`src/inc/tbl_pkg.sv`:
```
package tbl_pkg;
  // Clocking and reset-to-boot delay
  localparam int SYS_CLK_MHZ  = 20;
  localparam int BOOT_DLY_NS  = 15000;
  localparam int BOOT_DLY_CYC = (BOOT_DLY_NS * SYS_CLK_MHZ + 999) / 1000;
  localparam int DLY_W        = 9;
  localparam logic [DLY_W-1:0] DLY_LAST = DLY_W'(BOOT_DLY_CYC - 1);

  // Register bus map, byte addresses
  localparam int AVS_AW = 4;
  localparam logic [AVS_AW-1:0] REG_PLL  = 4'h0;
  localparam logic [AVS_AW-1:0] REG_STAT = 4'h4;
  localparam logic [AVS_AW-1:0] REG_SEC  = 4'h8;
  localparam logic [AVS_AW-1:0] REG_CRC  = 4'hc;

  // PLL configuration word layout
  localparam int R_LSB  = 0;
  localparam int R_W    = 6;
  localparam int F_LSB  = 8;
  localparam int F_W    = 12;
  localparam int OD_LSB = 24;
  localparam int OD_W   = 3;
  localparam logic [31:0] PLL_MASK = 32'h070fff3f;
  localparam logic [OD_W-1:0] OD_BOOT = 3'h1;
  localparam logic [R_W-1:0]  R_BOOT  = 6'h00;
  localparam logic [F_W-1:0]  F_X40   = 12'h09f;
  localparam logic [F_W-1:0]  F_X16   = 12'h03f;
  localparam logic [F_W-1:0]  F_X8    = 12'h01f;
  localparam logic [F_W-1:0]  F_X4    = 12'h00f;

  // Boot sources and image checking
  localparam int SEC_BOOT_BIT = 5;
  localparam int OTP_AW = 11;
  localparam logic [OTP_AW-1:0] OTP_SEC_ROW = 11'h7ff;
  localparam logic [OTP_AW-1:0] OTP_IMG_ROW = 11'h000;
  localparam logic [31:0] FL_HDR   = 32'h03000000;
  localparam logic [31:0] CRC_POLY = 32'hedb88320;
  localparam logic [31:0] CRC_INIT = 32'hffffffff;
  localparam logic [31:0] CRC_SKIP = 32'h0d15ab1e;

  typedef enum logic [2:0] {
    ST_RST  = 3'h0, ST_DLY = 3'h1, ST_SEC = 3'h3, ST_LEN  = 3'h2,
    ST_PROG = 3'h6, ST_CHK = 3'h7, ST_RUN = 3'h5, ST_FAIL = 3'h4
  } tbl_state_t;

  // Boot PLL word from the two ratio straps
  function automatic logic [31:0] pll_boot(input logic hi, input logic lo);
    logic [F_W-1:0] f;
    case ({hi, lo})
      2'b00:   f = F_X40;
      2'b11:   f = F_X16;
      2'b10:   f = F_X8;
      default: f = F_X4;
    endcase
    return (32'(OD_BOOT) << OD_LSB) | (32'(f) << F_LSB) | (32'(R_BOOT) << R_LSB);
  endfunction

  // Reflected CRC-32, one byte, LSB first
  function automatic logic [31:0] crc8(input logic [31:0] c, input logic [7:0] d);
    logic [31:0] r;
    r = c ^ {24'h0, d};
    for (int i = 0; i < 8; i++) r = r[0] ? ((r >> 1) ^ CRC_POLY) : (r >> 1);
    return r;
  endfunction
endpackage

```
`src/verilog/tbl_top.sv`:
```
// Operation
// RULE_01 - Chip reset pin low holds boot in reset with GPIO pull-downs on.
// RULE_02 - After pin release, wait the internal reset time, then start booting.
// RULE_03 - Ratio straps pick PLL ratio 40, 16, 8 or 4; upper strap first.
// RULE_04 - Boot PLL uses divider 1, reference 0, feedback 159/63/31/15.
// RULE_05 - Software keeps PLL fields within their legal ranges.
// RULE_06 - Software may rewrite the PLL configuration after boot.
// RULE_07 - Ratio straps stay constant during and after reset release.
// RULE_08 - Tile 2 link strap high at release makes tile 2 boot from link.
// RULE_09 - Secure-boot bit set boots from OTP, else from internal flash.
// RULE_10 - Flash image is read through the tile 0 flash port.
// RULE_11 - Image is length word, four times that many bytes, then check word.
// RULE_12 - Length and check words arrive least significant byte first.
// RULE_13 - Check word 0x0D15AB1E skips CRC checking.
// RULE_14 - Program goes to lowest RAM address; execution starts there.
// RULE_15 - CRC covers length bytes and program bytes, not the check word.
// RULE_16 - CRC uses reflected polynomial 0xEDB88320, LSB first.
// RULE_17 - CRC starts all ones; inverted remainder is compared.
// RULE_18 - Secure boot starts at OTP address zero, skipping boot ROM.
// RULE_19 - Security word loads from OTP at power up; OTP image runs.
// RULE_20 - CRC mismatch keeps the program stopped.
module tbl_top #(
  parameter int RAM_AW   = 17,
  parameter int SPI_HALF = 4
) (
  input  wire logic                          SYS_CLK,
  input  wire logic                          SYS_RST,
  input  wire logic                          CLK_EN,
  input  wire logic                          CHIP_RST_N,
  input  wire logic                          CLOCK_RATIO_STRAP_HI,
  input  wire logic                          CLOCK_RATIO_STRAP_LO,
  input  wire logic                          TILE2_LINK_BOOT_STRAP,
  input  wire logic                          FLASH_MISO,
  input  wire logic [31:0]                   OTP_RDATA,
  input  wire logic [tbl_pkg::AVS_AW-1:0]    AVS_ADDRESS,
  input  wire logic                          AVS_READ,
  input  wire logic                          AVS_WRITE,
  input  wire logic [31:0]                   AVS_WRITEDATA,
  input  wire logic [3:0]                    AVS_BYTEENABLE,
  output logic [31:0]                        AVS_READDATA,
  output logic                               AVS_WAITREQUEST,
  output logic                               GPIO_PD_EN,
  output logic                               TILE2_LINK_BOOT,
  output logic [tbl_pkg::OD_W-1:0]           PLL_OUTPUT_DIVIDER,
  output logic [tbl_pkg::F_W-1:0]            PLL_FEEDBACK,
  output logic [tbl_pkg::R_W-1:0]            PLL_REF_DIVIDER,
  output logic                               FLASH_CS_N,
  output logic                               FLASH_SCLK,
  output logic                               FLASH_MOSI,
  output logic [tbl_pkg::OTP_AW-1:0]         OTP_ADDR,
  output logic                               RAM_WE,
  output logic [RAM_AW-1:0]                  RAM_ADDR,
  output logic [7:0]                         RAM_WDATA,
  output logic                               CORE_RUN,
  output logic [RAM_AW-1:0]                  CORE_PC,
  output logic                               BOOT_FAIL
);
  import tbl_pkg::*;

  // Pin synchronisers: reset pin, straps, flash data
  logic [4:0] s1_q;
  logic [4:0] s2_q;
  logic       rstn_s;
  logic       hi_s;
  logic       lo_s;
  logic       t2_s;
  logic       miso_s;

  always_ff @(posedge SYS_CLK) begin
    if (SYS_RST) begin
      s1_q <= 5'h00;
      s2_q <= 5'h00;
    end else if (CLK_EN) begin
      s1_q <= {CHIP_RST_N, CLOCK_RATIO_STRAP_HI, CLOCK_RATIO_STRAP_LO, TILE2_LINK_BOOT_STRAP, FLASH_MISO};
      s2_q <= s1_q;
    end
  end
  assign {rstn_s, hi_s, lo_s, t2_s, miso_s} = s2_q;

  // Bus slave: one wait cycle, then the transfer completes
  logic        wait_q;
  logic        wait_d;
  logic [31:0] rd_q;
  logic [31:0] rd_d;
  logic        req;
  logic        pll_wr;
  logic [31:0] be_mask;
  tbl_state_t  st_q;
  tbl_state_t  st_d;
  logic [31:0] sec_q;
  logic [31:0] crc_q;
  logic [31:0] pll_q;
  logic        otp_src_q;
  logic        run_q;
  logic        fail_q;
  logic        t2_q;

  assign req    = (AVS_READ | AVS_WRITE) & CLK_EN;
  assign pll_wr = req & ~wait_q & AVS_WRITE & (AVS_ADDRESS == REG_PLL);
  always_comb begin
    for (int b = 0; b < 4; b++) be_mask[b*8 +: 8] = {8{AVS_BYTEENABLE[b]}};
  end

  always_comb begin
    wait_d = 1'b1;
    rd_d   = rd_q;
    if (req && wait_q) begin
      wait_d = 1'b0;
      case (AVS_ADDRESS)
        REG_PLL:  rd_d = pll_q;
        REG_STAT: rd_d = 32'({t2_q, otp_src_q, fail_q, run_q, st_q});
        REG_SEC:  rd_d = sec_q;
        REG_CRC:  rd_d = crc_q;
        default:  rd_d = 32'h00000000; // Unmapped reads as zero
      endcase
    end
  end

  always_ff @(posedge SYS_CLK) begin
    if (SYS_RST) begin
      wait_q <= 1'b1;
      rd_q   <= 32'h00000000;
    end else if (CLK_EN) begin
      wait_q <= wait_d;
      rd_q   <= rd_d;
    end
  end
  assign AVS_WAITREQUEST = wait_q;
  assign AVS_READDATA    = rd_q;

  // Boot engine state
  logic [DLY_W-1:0]  dly_q,  dly_d;
  logic [31:0]       sec_d,  crc_d,  pll_d,  w_q,  w_d,  tx_q,  tx_d;
  logic              otp_src_d, run_d, fail_d, t2_d, pd_q, pd_d;
  logic [OTP_AW-1:0] oa_q,   oa_d;
  logic [1:0]        obi_q,  obi_d,  bc_q,  bc_d;
  logic              ordy_q, ordy_d, cs_n_q, cs_n_d, sclk_q, sclk_d;
  logic              mosi_q, mosi_d, hdr_q, hdr_d, bv_q, bv_d;
  logic [7:0]        div_q,  div_d,  rx_q,  rx_d,  bd_q,  bd_d;
  logic [5:0]        nb_q,   nb_d;
  logic [33:0]       rem_q,  rem_d;
  logic              we_q,   we_d;
  logic [RAM_AW-1:0] ptr_q,  ptr_d,  ra_q,  ra_d;
  logic [7:0]        wd_q,   wd_d;
  logic              fetch;
  logic              tick;

  assign fetch = (st_q == ST_LEN || st_q == ST_PROG || st_q == ST_CHK) && !bv_q;
  assign tick  = div_q == 8'(SPI_HALF - 1);

  // Next-state logic for sequencing, byte fetch and image parsing
  always_comb begin
    st_d = st_q;  dly_d = dly_q;  sec_d = sec_q;  crc_d = crc_q;  pll_d = pll_q;
    w_d = w_q;  tx_d = tx_q;  otp_src_d = otp_src_q;  run_d = run_q;  fail_d = fail_q;
    t2_d = t2_q;  pd_d = pd_q;  oa_d = oa_q;  obi_d = obi_q;  bc_d = bc_q;
    ordy_d = ordy_q;  cs_n_d = cs_n_q;  sclk_d = sclk_q;  mosi_d = mosi_q;
    hdr_d = hdr_q;  div_d = div_q;  rx_d = rx_q;  bd_d = bd_q;  nb_d = nb_q;
    rem_d = rem_q;  ptr_d = ptr_q;  ra_d = ra_q;  wd_d = wd_q;
    bv_d = 1'b0;
    we_d = 1'b0;

    // OTP byte source, one cycle read latency per row
    if (otp_src_q && fetch) begin // RULE_18
      if (!ordy_q) begin
        ordy_d = 1'b1;
      end else begin
        bv_d  = 1'b1;
        bd_d  = OTP_RDATA[{obi_q, 3'h0} +: 8];
        obi_d = obi_q + 2'h1;
        if (obi_q == 2'h3) begin
          oa_d   = oa_q + OTP_AW'(1);
          ordy_d = 1'b0;
        end
      end
    end

    // Flash serial engine, mode 0, MSB first
    if (nb_q != 6'h00) begin // RULE_10
      div_d = tick ? 8'h00 : div_q + 8'h01;
      if (tick) begin
        sclk_d = ~sclk_q;
        if (!sclk_q) begin
          rx_d = {rx_q[6:0], miso_s};
        end else begin
          nb_d   = nb_q - 6'h01;
          tx_d   = tx_q << 1;
          mosi_d = tx_q[30];
          if (nb_q == 6'h01) begin
            hdr_d = 1'b0;
            bv_d  = !hdr_q;
            bd_d  = rx_q;
          end
        end
      end
    end else if (!otp_src_q && fetch && !hdr_q && !cs_n_q) begin
      nb_d  = 6'h08;
      div_d = 8'h00;
    end

    case (st_q)
      ST_RST: begin
        if (rstn_s) begin
          pd_d  = 1'b0;
          pll_d = pll_boot(hi_s, lo_s); // RULE_03 RULE_04
          t2_d  = t2_s; // RULE_08
          dly_d = '0;
          oa_d  = OTP_SEC_ROW;
          st_d  = ST_DLY;
        end
      end
      ST_DLY: begin
        dly_d = dly_q + DLY_W'(1);
        if (dly_q == DLY_LAST) begin // RULE_02
          ordy_d = 1'b0;
          st_d   = ST_SEC;
        end
      end
      ST_SEC: begin
        ordy_d = 1'b1;
        if (ordy_q) begin
          sec_d     = OTP_RDATA; // RULE_19
          otp_src_d = OTP_RDATA[SEC_BOOT_BIT]; // RULE_09
          oa_d      = OTP_IMG_ROW; // RULE_18
          obi_d     = 2'h0;
          ordy_d    = 1'b0;
          crc_d     = CRC_INIT; // RULE_17
          bc_d      = 2'h0;
          ptr_d     = '0;
          if (!OTP_RDATA[SEC_BOOT_BIT]) begin
            cs_n_d = 1'b0;
            tx_d   = FL_HDR;
            mosi_d = FL_HDR[31];
            hdr_d  = 1'b1;
            nb_d   = 6'h20;
            div_d  = 8'h00;
          end
          st_d = ST_LEN;
        end
      end
      ST_LEN, ST_PROG, ST_CHK: begin
        if (bv_q) begin
          w_d  = {bd_q, w_q[31:8]}; // RULE_12
          bc_d = bc_q + 2'h1;
          if (st_q != ST_CHK) crc_d = crc8(crc_q, bd_q); // RULE_15 RULE_16
          if (st_q == ST_LEN && bc_q == 2'h3) begin // RULE_11
            rem_d = {w_d, 2'b00};
            st_d  = (w_d == 32'h0) ? ST_CHK : ST_PROG;
          end
          if (st_q == ST_PROG) begin // RULE_14
            we_d  = 1'b1;
            ra_d  = ptr_q;
            wd_d  = bd_q;
            ptr_d = ptr_q + RAM_AW'(1);
            rem_d = rem_q - 34'h1;
            if (rem_q == 34'h1) st_d = ST_CHK;
          end
          if (st_q == ST_CHK && bc_q == 2'h3) begin
            cs_n_d = 1'b1;
            if (w_d == CRC_SKIP || w_d == ~crc_q) begin // RULE_13 RULE_17
              run_d = 1'b1;
              st_d  = ST_RUN;
            end else begin
              fail_d = 1'b1; // RULE_20
              st_d   = ST_FAIL;
            end
          end
        end
      end
      ST_RUN, ST_FAIL: begin
      end
      default: st_d = ST_RST;
    endcase

    // Software may retune the PLL at any time; bits outside the fields are dropped
    if (pll_wr) pll_d = ((pll_q & ~be_mask) | (AVS_WRITEDATA & be_mask)) & PLL_MASK; // RULE_06 RULE_05

    // Pin reset overrides state, pull-downs, run and fail flags and strobes, and parks the flash port; PLL writes still land
    if (!rstn_s) begin // RULE_01
      st_d = ST_RST;  pd_d = 1'b1;  run_d = 1'b0;  fail_d = 1'b0;
      cs_n_d = 1'b1;  sclk_d = 1'b0;  nb_d = 6'h00;  hdr_d = 1'b0;
      bv_d = 1'b0;  we_d = 1'b0;
    end
  end

  always_ff @(posedge SYS_CLK) begin
    if (SYS_RST) begin
      st_q <= ST_RST;  dly_q <= '0;  sec_q <= 32'h0;  crc_q <= CRC_INIT;
      pll_q <= 32'h0;  w_q <= 32'h0;  tx_q <= 32'h0;  otp_src_q <= 1'b0;
      run_q <= 1'b0;  fail_q <= 1'b0;  t2_q <= 1'b0;  pd_q <= 1'b1;
      oa_q <= '0;  obi_q <= 2'h0;  bc_q <= 2'h0;  ordy_q <= 1'b0;
      cs_n_q <= 1'b1;  sclk_q <= 1'b0;  mosi_q <= 1'b0;  hdr_q <= 1'b0;
      div_q <= 8'h00;  rx_q <= 8'h00;  bd_q <= 8'h00;  nb_q <= 6'h00;
      rem_q <= 34'h0;  ptr_q <= '0;  ra_q <= '0;  wd_q <= 8'h00;
      bv_q <= 1'b0;  we_q <= 1'b0;
    end else if (CLK_EN) begin
      st_q <= st_d;  dly_q <= dly_d;  sec_q <= sec_d;  crc_q <= crc_d;
      pll_q <= pll_d;  w_q <= w_d;  tx_q <= tx_d;  otp_src_q <= otp_src_d;
      run_q <= run_d;  fail_q <= fail_d;  t2_q <= t2_d;  pd_q <= pd_d;
      oa_q <= oa_d;  obi_q <= obi_d;  bc_q <= bc_d;  ordy_q <= ordy_d;
      cs_n_q <= cs_n_d;  sclk_q <= sclk_d;  mosi_q <= mosi_d;  hdr_q <= hdr_d;
      div_q <= div_d;  rx_q <= rx_d;  bd_q <= bd_d;  nb_q <= nb_d;
      rem_q <= rem_d;  ptr_q <= ptr_d;  ra_q <= ra_d;  wd_q <= wd_d;
      bv_q <= bv_d;  we_q <= we_d;
    end
  end

  // Outputs straight from flops; entry point is always RAM base
  assign GPIO_PD_EN         = pd_q;
  assign TILE2_LINK_BOOT    = t2_q;
  assign PLL_OUTPUT_DIVIDER = pll_q[OD_LSB +: OD_W];
  assign PLL_FEEDBACK       = pll_q[F_LSB +: F_W];
  assign PLL_REF_DIVIDER    = pll_q[R_LSB +: R_W];
  assign FLASH_CS_N         = cs_n_q;
  assign FLASH_SCLK         = sclk_q;
  assign FLASH_MOSI         = mosi_q;
  assign OTP_ADDR           = oa_q;
  assign RAM_WE             = we_q;
  assign RAM_ADDR           = ra_q;
  assign RAM_WDATA          = wd_q;
  assign CORE_RUN           = run_q;
  assign CORE_PC            = ptr_q & '0; // RULE_14
  assign BOOT_FAIL          = fail_q;
endmodule
```
`config.mk`:
```
export PLATFORM = sky130hd
export DESIGN_NAME = tbl_top
export DESIGN_NICKNAME = d
export VERILOG_FILES = /design/src/inc/tbl_pkg.sv /design/src/verilog/tbl_top.sv
export SDC_FILE = /design/constraint.sdc
export NUM_CORES = 1
export LEC_CHECK = 0
export BUFFER_PORTS_ARGS = -buffer_cell sky130_fd_sc_hd__buf_2
export CORE_MARGIN = 2
export CORE_UTILIZATION = 53
export DETAILED_ROUTE_END_ITERATION = 7
export MAX_ROUTING_LAYER = met4
export PLACE_DENSITY_LB_ADDON = 0.08
export SYNTH_ARGS = -nofsm -noshare
export SYNTH_HDL_FRONTEND = slang
export SYNTH_SLANG_ARGS = --single-unit
```
`constraint.sdc`:
```
create_clock -name SYS_CLK -period 2.1 [get_ports SYS_CLK]
set_input_delay 0.315 -clock SYS_CLK [delete_from_list [all_inputs] [get_ports SYS_CLK]]
set_output_delay 0.315 -clock SYS_CLK [all_outputs]
set_load 0.03 [all_outputs]
```
==> impl_metrics.csv <==
group,metric,value,unit
outcome,outcome,"complete, no violations",
power_and_ir_drop,power.density,692,nW/um^2
global_route,antenna_found_initial,1,
cts,numCtsBuffers,36,
timing,rsz0062_at_grt,"yes",
layout,drive_above_1_share,23.8,%
global_route,overflow,0,
timing,finalSetupTns,0,ns
synth,syn_area,15700,um^2
timing,fin_crit_sh,100,%
die,start_util,54.2,%
setup_path,worst-path-max-fanout,6,
setup_path,endpoint,"rem_q[22]",
power_and_ir_drop,peakVddDrop,0.674,mV
timing,relSlewSlack,48.6,%
power_and_ir_drop,pwr-share-clk,47.4,%
timing,skew,0.0119,ns
layout,final_cells,2549,
synth,netlist_instances,1880,
setup_path,cpMaxStageDelayCell,"or4b_4",
min_path,min_path_type,"input port to register",
routing,via_count,15100,
placed_design,gp_congestion,0.938,
synth,synth_compound_area_share,19.0,%
cts,cts_buffer_depth,3,
synth,synthAdderAreaFrac,0.957,%
synth,yosys.area_share.simple,21.7,%
setup_path,worstRegToRegCells,8,
cts,clkTransAtPathRegs,0.06,ns
die,ios,197,
global_route,grt_pass1_vias,14000,
setup_path,start_kind,"register",
cts,cts_tree,"done",
synth,yosysUniqueCellTypes,79,
global_route,grt_use_total,31.3,%
timing,fin_ws,0.000254,ns
synth,synth_flop_cell,"dfxtp_1",
placed_design,hpwl,35100,um
layout,post-route-util,66.9,%
power_and_ir_drop,comb_power_share,5.6,%
synth,synth_top_family_by_area,"simple AND/OR/NAND/NOR gates",
cts,cts_hold_buffers,0,
synth,synth_xor_area_share,7.71,%
synth,synthesis.yosys.warnings,0,
setup_path,end_kind,"register",
setup_path,critPathMaxStageDelay,0.49,ns
die,dieWidth,176,um
routing,vias_per_cell,5.91,
routing,wl,48600,um
routing,post_drt_wl_per_cell,19.1,um
setup_path,crit_path_cell_trace,"inv_2 -> ha_4 -> or4b_4 -> nor4_4 -> buf_4 -> nand2b_4 -> o32ai_2 -> a211oi_2",
routing,initialDrtViolationCount,1397,
power_and_ir_drop,power.static_leakage,0.00768,uW
timing,worst_pin_slew,0.768,ns
power_and_ir_drop,p_seq_share,47.0,%
routing,first_pass_iters,5,
layout,finalNetCount,2234,
cts,htreeDepth,2,
cts,worstSkewPairLatency,0.52,ns
die,die_area,31000,um^2
layout,layout_common_cells,"323 x dfxtp_1, 243 x nand2_1, 242 x nor2_1, 175 x buf_4, 167 x buf_2",
setup_path,crit_type,"register to register",
setup_path,crit_start,"rem_q[1]",
synth,synthMuxAreaShare,4.51,%
synth,avgSynthCellArea,8.34,um^2
routing,drc_errors,0,
synth,ys_seq_area_share,41.7,%
setup_path,critical_path_required,2.47,ns
placed_design,pre_cts_slack,-0.0997,ns
timing,fmax,0.476,GHz
timing,final-max-slew-violation-count,0,
power_and_ir_drop,p_switching,3080,uW
setup_path,r2r-end,"rem_q[22]",
die,die_h,176,um
setup_path,rr_startpoint,"rem_q[1]",
layout,areaGrowthSynthToFinish,23.5,%
die,coreArea,28900,um^2
placed_design,port_buffers,168,
placed_design,placed_cell_area,17900,um^2
layout,final_common_cell,"dfxtp_1",
power_and_ir_drop,p_int,10300,uW
timing,period_needed,2.10,ns
flow_run,cap_violations,0,
power_and_ir_drop,p_sw_share,23.0,%
routing,postRouteAntennaNets,0,
cts,cts_sinks,327,
global_route,grt_first_pass_wirelength,76000,um
synth,ys_async_sr_fraction,0,%
layout,fin_area,19400,um^2
synth,synth_edf_count,0,
layout,fillers,2390,
global_route,grt_start_max_net_pins,84,
timing,hold_viol_final,0,
cts,clockRootBuffer,"clkbuf_16",
setup_path,r2r_setup_slack,0.0003,ns
synth,synth_seq_cells,327,
timing,finalSetupViolCount,0,
placed_design,dp_cells,2480,
setup_path,arrival,2.47,ns
die,rows,62,
min_path,holdPathStages,3,
through the flow:
| step | hold WS [ns] | power (uW) |
|---|---|---|
| after floorplan | 0.433 | 6910 |
| after global placement | 0.439 | 7170 |
| after detailed placement | 0.443 | 7180 |
| after CTS | 0.0260 | 13500 |
| after global routing | 0.0402 | 13800 |
| final | 0.0402 | 13400 |
worst max-delay path, delay by kind of cell, from the launching register on:
kind	cells	cell delay, ns
compound gates	2	0.37
fa+ha+maj	1	0.13
flops	1	0.32
simple gates	3	0.89
buf+inv	2	0.25
synth_stat cells (17+ instances only):
| library cell | number | area, um^2 |
|---|---|---|
| dfxtp_1 | 327 | 6550 |
| nor2_1 | 251 | 942 |
| nand2_1 | 244 | 916 |
| a21oi_1 | 150 | 751 |
| clkbuf_1 | 107 | 402 |
| xnor2_1 | 78 | 683 |
| a22oi_1 | 69 | 518 |
| o21ai_0 | 62 | 310 |
| nor3_1 | 50 | 250 |
| xor2_1 | 35 | 307 |
| nand3_1 | 29 | 145 |
| nor4_1 | 28 | 175 |
| o22ai_1 | 26 | 163 |
| nand2b_1 | 25 | 156 |
| a211oi_1 | 23 | 173 |
| nand4_1 | 22 | 138 |
| a22o_1 | 21 | 184 |
| mux2i_1 | 20 | 200 |
| mux2_2 | 19 | 214 |
| buf_4 | 17 | 128 |
| inv_1 | 17 | 63.8 |
| or3_1 | 17 | 106 |
flip-flops by register name (all words and copies together), names as in the netlist, 5 cells and up, named ones only:
name	cells
rem_q	34
AVS_READDATA	32
crc_q	32
sec_q	32
tx_q	31
w_q	24
pll_q	18
RAM_ADDR	17
ptr_q	17
OTP_ADDR	11
dly_q	9
RAM_WDATA	8
bd_q	8
div_q	8
rx_q	8
nb_q	6
s1_q	5
s2_q	5
cells by family after synthesis:
logic type / after synthesis
XOR/XNOR: 125
multiplexers: 52
adder cells (fa/ha/maj): 12
other: 1
buffers and inverters: 162
AND/OR/NAND/NOR: 740
AO/OA/AOI/OAI: 461
flip-flops: 327
layout make-up:
class	instances	area (um^2)	area share (%)
antenna	1	2.50	0.0129
clock buffer	54	1050	5.42
clock inverter	8	120	0.620
inverter	17	63.8	0.329
multi-input combinational	1407	8780	45.3
sequential	327	6550	33.8
tap	384	480	2.48
timing repair buffer	351	2320	12.0
power by group through the flow:
stage                     sequential (uW)  clock [uW]  combinational [uW]
after CTS                            6300        6450                 745
after global routing                 6300        6670                 807
final                                6300        6350                 755
after floorplan                      6510           0                 397
after global placement               6440           0                 735
after detailed placement             6440           0                 741
how the worst min path moves through the flow:
stage / start / endpoint / slack [ns]
6_report: OTP_RDATA[25] / sec_q[25] / 0.04
4_1_cts: OTP_RDATA[16] / sec_q[16] / 0.03
2_1_floorplan: sec_q[0] / sec_q[0] / 0.43
5_1_grt: OTP_RDATA[27] / sec_q[27] / 0.04
3_3_place_gp: sec_q[1] / sec_q[1] / 0.44
3_5_place_dp: RAM_ADDR[8] / RAM_ADDR[8] / 0.44
what timing repair did:
| item | CTS | global route |
|---|---|---|
| gates cloned | 0 | 0 |
| pin swaps | 6 | 16 |
| endpoints found under the setup margin | 18 | 129 |
| gates resized for setup | 13 | 45 |
| setup buffers | 1 | 5 |
metal layers:
layer,wire (um),track usage (%)
met1,21000,42.2
met2,23300,50.2
met3,3180,3.66
met4,1120,8.23
met5,0,-
Note: power is estimated with default switching activity, not from simulation.
